$ cat config.mk
export PLATFORM = sky130hd
export DESIGN_NAME = dps_serializer_ctl
export DESIGN_NICKNAME = d
export VERILOG_FILES = /design/src/hw/dps_pkg.sv /design/src/hw/dps_pair_buf.sv /design/src/hw/dps_serializer_ctl.sv
export SDC_FILE = /design/constraint.sdc
export NUM_CORES = 1
export LEC_CHECK = 0
export BUFFER_PORTS_ARGS = -buffer_cell sky130_fd_sc_hd__buf_4
export CORE_ASPECT_RATIO = 0.75
export CORE_UTILIZATION = 30
export DETAILED_ROUTE_END_ITERATION = 10
export PLACE_DENSITY_LB_ADDON = 0.2
export SYNTH_ARGS = -nofsm -noshare
export SYNTH_HDL_FRONTEND = slang
export SYNTH_SLANG_ARGS = --single-unit
$ cat constraint.sdc
create_clock -name i_sys_clk -period 9.8 [get_ports i_sys_clk]
set_input_delay 0 -clock i_sys_clk [delete_from_list [all_inputs] [get_ports i_sys_clk]]
set_output_delay 0 -clock i_sys_clk [all_outputs]
set_load 0.02 [all_outputs]
$ cat src/hw/dps_pkg.sv
/*
  Shared constants and types of the dual pixel serializer control block.
  Assumes a single system clock domain; pins arrive unsynchronised.
*/
package dps_pkg;

  // ==========================================================
  // Operating modes
  localparam logic [1:0] DPS_MODE_SINGLE_IN_SINGLE_OUT = 2'h0;   // single_in_single_out
  localparam logic [1:0] DPS_MODE_SINGLE_IN_DUAL_OUT = 2'h1;   // single_in_dual_out
  localparam logic [1:0] DPS_MODE_DUAL_IN_DUAL_OUT = 2'h2;   // dual_in_dual_out
  localparam logic [1:0] DPS_MODE_RSVD = 2'h3;   // Not to be applied

  // ==========================================================
  // Pixel word layout
  localparam int DPS_WORD_W   = 28;
  localparam int DPS_LANES    = 4;
  localparam int DPS_BITS     = 7;
  localparam int DPS_HSYNC_POS = 18;
  localparam int DPS_VSYNC_POS = 19;
  localparam int DPS_DVAL_POS  = 20;
  localparam int DPS_PAIR_W   = 56;
  localparam logic [2:0] DPS_LAST_BIT = 3'h6;
  localparam logic [6:0] DPS_CLK_PATTERN = 7'h63;  // Clock lane shape per pixel slot

  // ==========================================================
  // Synchronised pin vector positions
  localparam int DPS_PIN_W      = 63;
  localparam int DPS_PIN_CLK    = 62;
  localparam int DPS_PIN_SLEEPN = 61;
  localparam int DPS_PIN_MODEHI = 60;
  localparam int DPS_PIN_MODELO = 59;
  localparam int DPS_PIN_EDGE   = 58;
  localparam int DPS_PIN_DEPTH  = 57;
  localparam int DPS_PIN_SWING  = 56;

  // ==========================================================
  // APB register map and reset values
  localparam logic [7:0]  DPS_REG_CTRL   = 8'h00;
  localparam logic [7:0]  DPS_REG_STATUS = 8'h04;
  localparam logic [7:0]  DPS_REG_PIXCNT = 8'h08;
  localparam logic [7:0]  DPS_REG_DROPS  = 8'h0C;
  localparam logic [31:0] DPS_CTRL_RST   = 32'h0000_0000;
  localparam logic [15:0] DPS_CNT_RST    = 16'h0000;
  localparam logic [15:0] DPS_CNT_ONE    = 16'h0001;

  // ==========================================================
  // Types
  typedef struct packed {
    logic [DPS_WORD_W-1:0] a;
    logic [DPS_WORD_W-1:0] b;
  } dps_pair_t;

  typedef enum logic [1:0] {
    DPS_IDLE  = 2'b01,
    DPS_SHIFT = 2'b10
  } dps_ser_state_t;

endpackage

$ cat src/hw/dps_pair_buf.sv
/*
  Two-entry valid/ready buffer for pixel pairs.
  Assumes both sides on the same clock; depth must be a power of two.
*/
module dps_pair_buf #(
  parameter int W     = 56,
  parameter int DEPTH = 2
) (
  input  wire logic         i_sys_clk,  // System clock
  input  wire logic         i_rst,      // Synchronous reset, high
  input  wire logic         i_valid,    // Fill side valid
  output logic              o_ready,    // Fill side ready
  input  wire logic [W-1:0] i_data,     // Fill side data
  output logic              o_valid,    // Drain side valid
  input  wire logic         i_ready,    // Drain side ready
  output logic [W-1:0]      o_data      // Drain side data
);

  localparam int AW = $clog2(DEPTH);

  logic [W-1:0] mem [DEPTH];
  logic [AW-1:0] wr_ptr;
  logic [AW-1:0] rd_ptr;
  logic [AW:0]   count;
  wire           push = i_valid & o_ready;
  wire           pop  = o_valid & i_ready;

  // ==========================================================
  // Honest flags from the occupancy count
  assign o_ready = (count < (AW+1)'(DEPTH));
  assign o_valid = (count != '0);
  assign o_data  = mem[rd_ptr];

  // Storage and pointers
  always_ff @(posedge i_sys_clk)
  begin
    if (push)
      mem[wr_ptr] <= i_data;
    if (i_rst)
    begin
      wr_ptr <= '0;
      rd_ptr <= '0;
      count  <= '0;
    end
    else
    begin
      if (push)
        wr_ptr <= wr_ptr + 1'b1;
      if (pop)
        rd_ptr <= rd_ptr + 1'b1;
      count <= count + (AW+1)'(push) - (AW+1)'(pop);
    end
  end

endmodule

$ cat src/hw/dps_serializer_ctl.sv
/*
  Dual pixel serializer control: strap decode, pixel capture on a sampled
  pixel clock, mode-dependent channel steering and 7:1 lane serialisation.
  Assumes pixel clock and straps come from pins; APB master on i_sys_clk.
*/
// Our own choices: register access over APB and the register addresses.
//
// Function
// [RULE_01] Two mode straps pick single/single, single/dual or dual/dual; code three reserved.
// [RULE_02] Pixels captured on falling pixel clock edge if strap low, rising if high.
// [RULE_03] Sleep while sleep input low; normal operation while high.
// [RULE_04] Colour-depth strap low gives 24-bit pixels, high gives 18-bit pixels.
// [RULE_05] Swing strap low gives reduced swing, high gives normal swing.
// [RULE_06] Hsync, vsync, data valid ride on bits 18, 19, 20 of channel A.
// [RULE_07] Source presents colour and control bits on input bits 27:21, 17:9, 8:0.
// [RULE_08] Each output channel drives four serial data lanes and one clock lane.
// [RULE_09] Single/single mode sends one pixel bank on channel A only.
// [RULE_10] Single/dual mode splits consecutive pixels across both channels at half rate.
// [RULE_11] Dual/dual mode maps input channels A and B onto outputs A and B.
// [RULE_12] Undriven controls read low: single/single, falling edge, sleep, 24-bit, low swing.
module dps_serializer_ctl
  import dps_pkg::*;
(
  input  wire logic                       i_sys_clk,          // System clock 200 MHz
  input  wire logic                       i_rst,              // Synchronous reset, high
  input  wire logic                       i_pixel_clk,        // Pixel clock pin
  input  wire logic                       i_op_mode_sel_lo,   // Mode strap low bit
  input  wire logic                       i_op_mode_sel_hi,   // Mode strap high bit
  input  wire logic                       i_capture_edge_sel, // 1 rising, 0 falling
  input  wire logic                       i_sleep_n,          // Low puts device to sleep
  input  wire logic                       i_color_depth_sel,  // 1 gives 18-bit colour
  input  wire logic                       i_out_swing_sel,    // 1 gives normal swing
  input  wire logic [dps_pkg::DPS_WORD_W-1:0] i_chan_a_pixel_in, // Channel A word
  input  wire logic [dps_pkg::DPS_WORD_W-1:0] i_chan_b_pixel_in, // Channel B word
  output logic [dps_pkg::DPS_LANES-1:0]   o_chan_a_ser_lane,  // Channel A data lanes
  output logic                            o_chan_a_ser_clk,   // Channel A clock lane
  output logic [dps_pkg::DPS_LANES-1:0]   o_chan_b_ser_lane,  // Channel B data lanes
  output logic                            o_chan_b_ser_clk,   // Channel B clock lane
  output logic                            o_swing_normal,     // Driver swing level
  output logic                            o_active,           // Datapath awake
  input  wire logic                       i_psel,             // APB select
  input  wire logic                       i_penable,          // APB enable
  input  wire logic                       i_pwrite,           // APB write
  input  wire logic [7:0]                 i_paddr,            // APB byte address
  input  wire logic [31:0]                i_pwdata,           // APB write data
  output logic [31:0]                     o_prdata,           // APB read data
  output logic                            o_pready,           // APB ready
  output logic                            o_pslverr           // APB error
);

  // ==========================================================
  // Pin synchroniser: three stages, change accepted when 2 and 3 agree
  logic [DPS_PIN_W-1:0] sync1;
  logic [DPS_PIN_W-1:0] sync2;
  logic [DPS_PIN_W-1:0] sync3;
  logic [DPS_PIN_W-1:0] filt;
  logic                 clk_prev;
  wire  [DPS_PIN_W-1:0] pins_raw = {i_pixel_clk, i_sleep_n, i_op_mode_sel_hi,
                                    i_op_mode_sel_lo, i_capture_edge_sel,
                                    i_color_depth_sel, i_out_swing_sel,
                                    i_chan_a_pixel_in, i_chan_b_pixel_in};
  wire  [DPS_PIN_W-1:0] agree    = ~(sync2 ^ sync3);
  wire  [DPS_PIN_W-1:0] next_filt = (sync2 & agree) | (filt & ~agree);

  // Filtered value starts low, as pulled-down pins would read
  always_ff @(posedge i_sys_clk)
  begin
    if (i_rst)
    begin
      sync1    <= '0;
      sync2    <= '0;
      sync3    <= '0;
      filt     <= '0;  // RULE_12
      clk_prev <= 1'b0;
    end
    else
    begin
      sync1    <= pins_raw;
      sync2    <= sync1;
      sync3    <= sync2;
      filt     <= next_filt;
      clk_prev <= filt[DPS_PIN_CLK];
    end
  end

  // ==========================================================
  // Strap decode
  logic       soft_sleep;
  wire  [1:0] mode       = {filt[DPS_PIN_MODEHI], filt[DPS_PIN_MODELO]};  // RULE_01
  wire        mode_rsvd  = (mode == DPS_MODE_RSVD);                        // RULE_01
  wire        mode_single_in_dual_out  = (mode == DPS_MODE_SINGLE_IN_DUAL_OUT);
  wire        mode_dual_in_dual_out  = (mode == DPS_MODE_DUAL_IN_DUAL_OUT);
  wire        mode_single_in_single_out  = ~mode_single_in_dual_out & ~mode_dual_in_dual_out;  // Reserved falls back to single
  wire        edge_rise  = filt[DPS_PIN_EDGE];
  wire        depth_18   = filt[DPS_PIN_DEPTH];
  wire        active     = filt[DPS_PIN_SLEEPN] & ~soft_sleep;              // RULE_03
  wire        dp_rst     = i_rst | ~active;                                 // RULE_03
  assign o_active = active;
  wire [DPS_WORD_W-1:0] pix_a = filt[DPS_PAIR_W-1:DPS_WORD_W];
  wire [DPS_WORD_W-1:0] pix_b = filt[DPS_WORD_W-1:0];

  // ==========================================================
  // Capture strobe from sampled pixel clock edges
  wire pclk_rise = filt[DPS_PIN_CLK] & ~clk_prev;
  wire pclk_fall = ~filt[DPS_PIN_CLK] & clk_prev;
  wire capture   = active & (edge_rise ? pclk_rise : pclk_fall);  // RULE_02

  // ==========================================================
  // Channel steering into the pair buffer
  logic                  half_done;
  logic [DPS_WORD_W-1:0] hold_a;
  logic                  buf_ready;
  logic                  buf_valid;
  logic                  ser_ready;
  dps_pair_t             buf_out;
  dps_pair_t             fill_data;
  wire                   fill_valid = capture & (~mode_single_in_dual_out | half_done);   // RULE_10
  wire                   dropped    = fill_valid & ~buf_ready;

  // Single mode leaves channel B quiet; split mode pairs two pixels
  assign fill_data.a = mode_single_in_dual_out ? hold_a : pix_a;                          // RULE_06
  assign fill_data.b = mode_dual_in_dual_out ? pix_b :                                  // RULE_11
                       mode_single_in_dual_out ? pix_a : '0;                              // RULE_09

  // First pixel of a pair waits in hold_a
  always_ff @(posedge i_sys_clk)
  begin
    if (dp_rst || !mode_single_in_dual_out)
    begin
      half_done <= 1'b0;
      hold_a    <= '0;
    end
    else if (capture)
    begin
      half_done <= ~half_done;  // RULE_10
      if (!half_done)
        hold_a <= pix_a;
    end
  end

  dps_pair_buf #(
    .W     (DPS_PAIR_W),
    .DEPTH (2)
  ) dps_pair_buf_i (
    .i_sys_clk (i_sys_clk),
    .i_rst     (dp_rst),
    .i_valid   (fill_valid),
    .o_ready   (buf_ready),
    .i_data    (fill_data),
    .o_valid   (buf_valid),
    .i_ready   (ser_ready),
    .o_data    (buf_out)
  );

  // ==========================================================
  // Lane serialiser, one bit per system clock, seven per pixel slot
  dps_ser_state_t        state;
  logic [2:0]            bit_cnt;
  dps_pair_t             shreg;
  logic                  dual_out;
  assign ser_ready = (state == DPS_IDLE) || (bit_cnt == DPS_LAST_BIT);
  wire                   ser_load  = buf_valid & ser_ready;

  // Pick bit k*7+cnt of a word for each lane
  function automatic logic [DPS_LANES-1:0] lane_bits(
    input logic [DPS_WORD_W-1:0] w,
    input logic [2:0]            cnt,
    input logic                  drop_top
  );
    logic [DPS_LANES-1:0] r;
    r = '0;
    for (int k = 0; k < DPS_LANES; k++)
      r[k] = w[k*DPS_BITS + int'(cnt)];
    if (drop_top)  // RULE_04
      r[DPS_LANES-1] = 1'b0;  // 18-bit colour leaves top lane idle
    return r;
  endfunction

  wire shifting = (state == DPS_SHIFT);
  wire [DPS_LANES-1:0] next_lane_a = shifting ? lane_bits(shreg.a, bit_cnt, depth_18) : '0;
  wire [DPS_LANES-1:0] next_lane_b = (shifting & dual_out) ?
                                     lane_bits(shreg.b, bit_cnt, depth_18) : '0;

  // Sequencer
  always_ff @(posedge i_sys_clk)
  begin
    if (dp_rst)
    begin
      state    <= DPS_IDLE;
      bit_cnt  <= 3'h0;
      shreg    <= '0;
      dual_out <= 1'b0;
    end
    else
    begin
      case (state)
        DPS_IDLE:
        begin
          if (ser_load)
          begin
            state    <= DPS_SHIFT;
            shreg    <= buf_out;
            dual_out <= ~mode_single_in_single_out;
            bit_cnt  <= 3'h0;
          end
        end
        DPS_SHIFT:
        begin
          if (bit_cnt == DPS_LAST_BIT)
          begin
            bit_cnt <= 3'h0;
            if (ser_load)
            begin
              shreg    <= buf_out;
              dual_out <= ~mode_single_in_single_out;
            end
            else
              state <= DPS_IDLE;
          end
          else
            bit_cnt <= bit_cnt + 3'h1;
        end
        default:
          state <= DPS_IDLE;
      endcase
    end
  end

  // Registered lane outputs, all low in sleep
  always_ff @(posedge i_sys_clk)
  begin
    if (dp_rst)
    begin
      o_chan_a_ser_lane <= '0;
      o_chan_b_ser_lane <= '0;
      o_chan_a_ser_clk  <= 1'b0;
      o_chan_b_ser_clk  <= 1'b0;
      o_swing_normal    <= 1'b0;
    end
    else
    begin
      o_chan_a_ser_lane <= next_lane_a;                                        // RULE_08
      o_chan_b_ser_lane <= next_lane_b;                                        // RULE_08
      o_chan_a_ser_clk  <= shifting & DPS_CLK_PATTERN[bit_cnt];                // RULE_08
      o_chan_b_ser_clk  <= shifting & dual_out & DPS_CLK_PATTERN[bit_cnt];
      o_swing_normal    <= filt[DPS_PIN_SWING];                                // RULE_05
    end
  end

  // ==========================================================
  // Activity counters for software
  logic [15:0] pix_cnt;
  logic [15:0] drop_cnt;
  always_ff @(posedge i_sys_clk)
  begin
    if (i_rst)
    begin
      pix_cnt  <= DPS_CNT_RST;
      drop_cnt <= DPS_CNT_RST;
    end
    else
    begin
      if (capture)
        pix_cnt <= pix_cnt + DPS_CNT_ONE;
      if (dropped)
        drop_cnt <= drop_cnt + DPS_CNT_ONE;
    end
  end

  // ==========================================================
  // APB slave: zero wait, read data latched in the setup cycle
  wire        apb_setup = i_psel & ~i_penable;
  wire        apb_wr    = i_psel & i_penable & i_pwrite;
  wire        hit_ctrl  = (i_paddr == DPS_REG_CTRL);
  wire        hit_stat  = (i_paddr == DPS_REG_STATUS);
  wire        hit_pix   = (i_paddr == DPS_REG_PIXCNT);
  wire        hit_drop  = (i_paddr == DPS_REG_DROPS);
  wire        hit_any   = hit_ctrl | hit_stat | hit_pix | hit_drop;
  wire [31:0] status_w  = {22'h0, shifting, mode_rsvd, active, filt[DPS_PIN_SLEEPN],
                           filt[DPS_PIN_SWING], depth_18, edge_rise, 1'b0, mode};
  wire [31:0] rd_mux    = hit_ctrl ? {31'h0, soft_sleep} :
                          hit_stat ? status_w :
                          hit_pix  ? {16'h0, pix_cnt} :
                          hit_drop ? {16'h0, drop_cnt} : 32'h0000_0000;
  assign o_pready = 1'b1;  // Never stalls: every register answers at once

  // Register write and read capture
  always_ff @(posedge i_sys_clk)
  begin
    if (i_rst)
    begin
      soft_sleep <= DPS_CTRL_RST[0];
      o_prdata   <= 32'h0000_0000;
      o_pslverr  <= 1'b0;
    end
    else
    begin
      if (apb_wr && hit_ctrl)
        soft_sleep <= i_pwdata[0];
      if (apb_setup)
      begin
        o_prdata  <= rd_mux;
        o_pslverr <= ~hit_any;
      end
    end
  end

  // ==========================================================
  // Checks
  AST_SLEEP_QUIET: assert property (@(posedge i_sys_clk) disable iff (i_rst)  // RULE_03
    !active |=> (o_chan_a_ser_lane == '0) && !o_chan_a_ser_clk && !o_chan_b_ser_clk)
    else $error("Serial outputs not quiet in sleep");
  AST_EDGE_SEL: assert property (@(posedge i_sys_clk) disable iff (i_rst)  // RULE_02
    capture |-> (edge_rise ? (filt[DPS_PIN_CLK] && !clk_prev) : (!filt[DPS_PIN_CLK] && clk_prev)))
    else $error("Capture on wrong pixel clock edge");
  AST_RSVD_FLAG: assert property (@(posedge i_sys_clk) disable iff (i_rst)  // RULE_01
    mode_rsvd |-> status_w[8] && mode_single_in_single_out)
    else $error("Reserved mode not flagged");
  AST_DEPTH18: assert property (@(posedge i_sys_clk) disable iff (i_rst)  // RULE_04
    depth_18 && $past(depth_18) && active |-> !o_chan_a_ser_lane[DPS_LANES-1])
    else $error("Top lane active in 18-bit mode");
  AST_SWING: assert property (@(posedge i_sys_clk) disable iff (i_rst)  // RULE_05
    active && $past(active) |-> o_swing_normal == $past(filt[DPS_PIN_SWING]))
    else $error("Swing output does not follow strap");
  AST_SYNC_POS: assert property (@(posedge i_sys_clk) disable iff (i_rst)  // RULE_06
    fill_valid && !mode_single_in_dual_out |->
      fill_data.a[DPS_DVAL_POS:DPS_HSYNC_POS] == pix_a[DPS_DVAL_POS:DPS_HSYNC_POS])
    else $error("Sync bits moved in channel A word");
  AST_SLOT_LEN: assert property (@(posedge i_sys_clk) disable iff (dp_rst)  // RULE_08
    $rose(shifting) |-> shifting[*7])
    else $error("Pixel slot shorter than seven bits");
  AST_SINGLE_IN_SINGLE_OUT_B: assert property (@(posedge i_sys_clk) disable iff (dp_rst)  // RULE_09
    fill_valid && mode_single_in_single_out |-> fill_data.b == '0)
    else $error("Channel B fed in single mode");
  AST_SINGLE_IN_DUAL_OUT_PAIR: assert property (@(posedge i_sys_clk) disable iff (dp_rst)  // RULE_10
    capture && mode_single_in_dual_out && !half_done |-> !fill_valid ##1 half_done)
    else $error("Split mode pushed an unpaired pixel");
  AST_DUAL_IN_DUAL_OUT_MAP: assert property (@(posedge i_sys_clk) disable iff (dp_rst)  // RULE_11
    fill_valid && mode_dual_in_dual_out |-> fill_data.a == pix_a && fill_data.b == pix_b)
    else $error("Dual mode channel mapping wrong");
  AST_DEFAULTS: assert property (@(posedge i_sys_clk)  // RULE_12
    $past(i_rst) |-> mode == DPS_MODE_SINGLE_IN_SINGLE_OUT && !edge_rise && !active && !depth_18)
    else $error("Defaults after reset not low");

endmodule

==> flow_summary.ini <==
[outcome]
run_status = completed

[pwr]
power_mw = 4.37
worst_ir_drop_vdd_mv = 0.120
power.static_leakage_nw = 8.15
powerDensity_nw_per_um2 = 187

[sta]
report.final.hold_viol_count = 0
worst_slew_pin_slew_ns = 1.06
post-route-min-period_ns = 3.08
maxSlewViolCount = 0
timing.max_slew.rel_slack_pct = 29.3
final.period_utilization_pct = 31.5
final_tns_setup_ns = 0
fin_clk_skew_ns = 0.0172
timing.fmax_mhz = 324
unrepaired_setup_endpoints_after_global_routing = no
setup_viols_final = 0

[cells_and_area]
num_antenna_cells = 0
final_core_area_utilization_pct = 37.4
filler_cell_count = 6169
post_route_cells_drive_above_1_share_pct = 14.2
footprint_of_the_multi_input_gates_um2 = 7000
fin_nets = 2034
area_growth_pct = 22.3
ff_latch_area_um2 = 11600

[global_route]
antenna_found_initial = 2
grt.overflow.total = 0
grt_pass1_wl_mm = 67.1
grt_max_degree = 135
number_of_global_route_vias_before_repair = 12100
grtUsageTotal_pct = 13.1

[clocking]
clock_latency_reported_for_the_late_side_of_the_worst_skew_pair_ns = 0.60
cts-root-buf = clkbuf_16
cts.hold.buffers_added = 99
cts_inserted_buffers = 53
post_cts_resize_count = 0
clkTransAtPathRegs_ns = 0.06
cts.htree.levels = 2
tritoncts_num_sinks = 523
cts_tree = done
clockBufferDepth = 3
post_cts_buffers = 0

[floorplanning]
floorplan.rows = 79
fp.dieArea_um2 = 64800
design.core.area_um2 = 62500
start_util_pct = 30.6
io_pins = 154
die_h_um = 221
dieWidth_um = 294

[setup_path]
cp_data_arrival_time_ns = 3.55
critical_path.max_fanout = 15
cp-end-kind = flip-flop
setup.worst_path.start_class = flip-flop
timing.setup.critical_path_class = reg2reg
worst_ep_required_time_ns = 10.27

[logic_synthesis]
synth-seq-cells = 523
dominantRegCellSynth = dfxtp_1
synth.lib_cells_used.distinct = 53
synth_area_um2 = 19100
synth_enable_flop_cells = 112
post_synth_inst_count = 1745
synth-warning-count = 0
seq_area_frac_synth_pct = 60.6
synth-async-reset-ratio_pct = 0
avgSynthCellArea_um2 = 11.0

[route]
drt_pre_antenna_iters = 5
vias = 12700
route.detailed.vias_per_inst = 4.52
post_drt_wl_per_cell_um = 15.2
ant_nets = 0
drt_iter0_markers = 716
post-route-drc-count = 0
detail_route.wirelength_mm = 42.6

[place]
place_congestion = 0.746
numPortBuffers = 105
place_hpwl_mm = 27.0

[hold_path]
timing.hold.worst.class = in2reg

[run]
maxCapViolations = 0
-- worst max-delay path, cell delays in order, from the launching register on --
cell and delay, ns:
dfxtp_1 0.76, inv_1 0.19, ha_1 0.92, mux4_2 0.60
mux2i_1 0.21, nor2_1 0.06, a31oi_1 0.14, nor3_1 0.06
-- cells in the final DEF (no fill, tap or decap), drive strengths merged, types with 2 or more instances in the layout --
master / count
buf: 118
and4: 3
nand2b: 12
dfxtp: 411
conb: 17
and3: 8
nand4: 7
nand2: 182
or3: 5
a22o: 2
clkinv: 7
o311a: 6
inv: 16
ha: 13
o21ai: 137
nand3: 14
clkbuf: 91
a22oi: 10
xnor2: 20
a21oi: 113
edfxtp: 112
a211oi: 66
mux2i: 64
a31oi: 3
dlygate4sd3: 99
nor2b: 198
xor2: 11
mux4: 27
nor2: 115
mux2: 33
and2: 8
nor3: 11
nor4: 6
-- synth_stat cells, types with 4 or more instances --
cell type	count	area share, %
nor3_1	11	0.29
nand2_1	182	3.6
nand4_1	6	0.20
and3_1	8	0.26
mux2i_1	64	3.3
buf_4	21	0.82
and2_1	7	0.23
nand3_1	14	0.37
nor4_1	4	0.13
a211oi_1	66	2.6
inv_1	14	0.27
a22oi_1	10	0.39
buf_1	10	0.20
xor2_1	11	0.50
or3_1	5	0.16
clkbuf_1	69	1.4
xnor2_1	20	0.92
ha_1	13	0.85
edfxtp_1	112	18
o21ai_0	136	3.6
buf_2	18	0.47
nor2_1	114	2.2
mux4_2	27	3.2
mux2_2	33	1.9
nand2b_1	12	0.39
a21oi_1	111	2.9
o311a_1	6	0.31
dfxtp_1	411	43
nor2b_1	198	6.5
-- layout make-up --
type / instances / share of cell area [%]
clock inverter: 9 / 0.310
multi-input combinational: 1103 / 29.9
tap: 850 / 4.55
clock buffer: 91 / 7.36
timing repair buffer: 217 / 8.05
inverter: 15 / 0.241
sequential: 523 / 49.6
-- power breakdown --
group / leakage [nW] / total, mW / switching [mW] / internal [mW]
sequential: 4.48 / 2.24 / 0.0127 / 2.22
clock: 0.884 / 2.02 / 0.828 / 1.19
combinational: 2.78 / 0.115 / 0.0495 / 0.0653
-- worst paths after layout --
path,from,endpoint,slack [ns],depth (start not counted)
hold reg to reg,sync1[37],sync2[37],0.43,1
setup reg to reg,bit_cnt[1],o_chan_b_ser_lane[3],6.72,7
hold / removal,i_paddr[4],o_prdata[3],0.1,5
setup / recovery,bit_cnt[1],o_chan_b_ser_lane[3],6.72,7
-- stage by stage --
step	setup slack [ns]	hold WS, ns	cell area [um^2]	cells
after floorplan	2.89	0.128	19200	1760
after global placement	6.75	0.217	20600	2609
after detailed placement	6.75	0.216	20600	2609
after CTS	6.74	0.0611	23400	2808
after global routing	6.52	0.122	23400	2808
final	6.72	0.0963	23400	2808
-- layer usage --
| layer | wire (um) | up-vias | global-route usage, % |
|---|---|---|---|
| met5 | 0 | - | 0 |
| met4 | 628 | 0 | 3.28 |
| met3 | 2080 | 52 | 3.02 |
| met2 | 17800 | 224 | 19.1 |
| met1 | 22100 | 6069 | 19.4 |
| li1 | - | 6353 | - |
-- cells by family (layout without fill, tap and decap cells) --
family,count (synthesis),count (layout),synth area share (%)
adders and majority gates,13,13,0.851
muxes,124,124,8.47
DFF,523,523,60.6
buffers and inverters,134,332,3.20
xor gates and xnor gates,31,31,1.42
other,2,17,0.0393
and+or+nand+nor,574,574,15.0
AOI/OAI and AO/OA,344,344,10.4
Power figures use the tool's default switching activity.
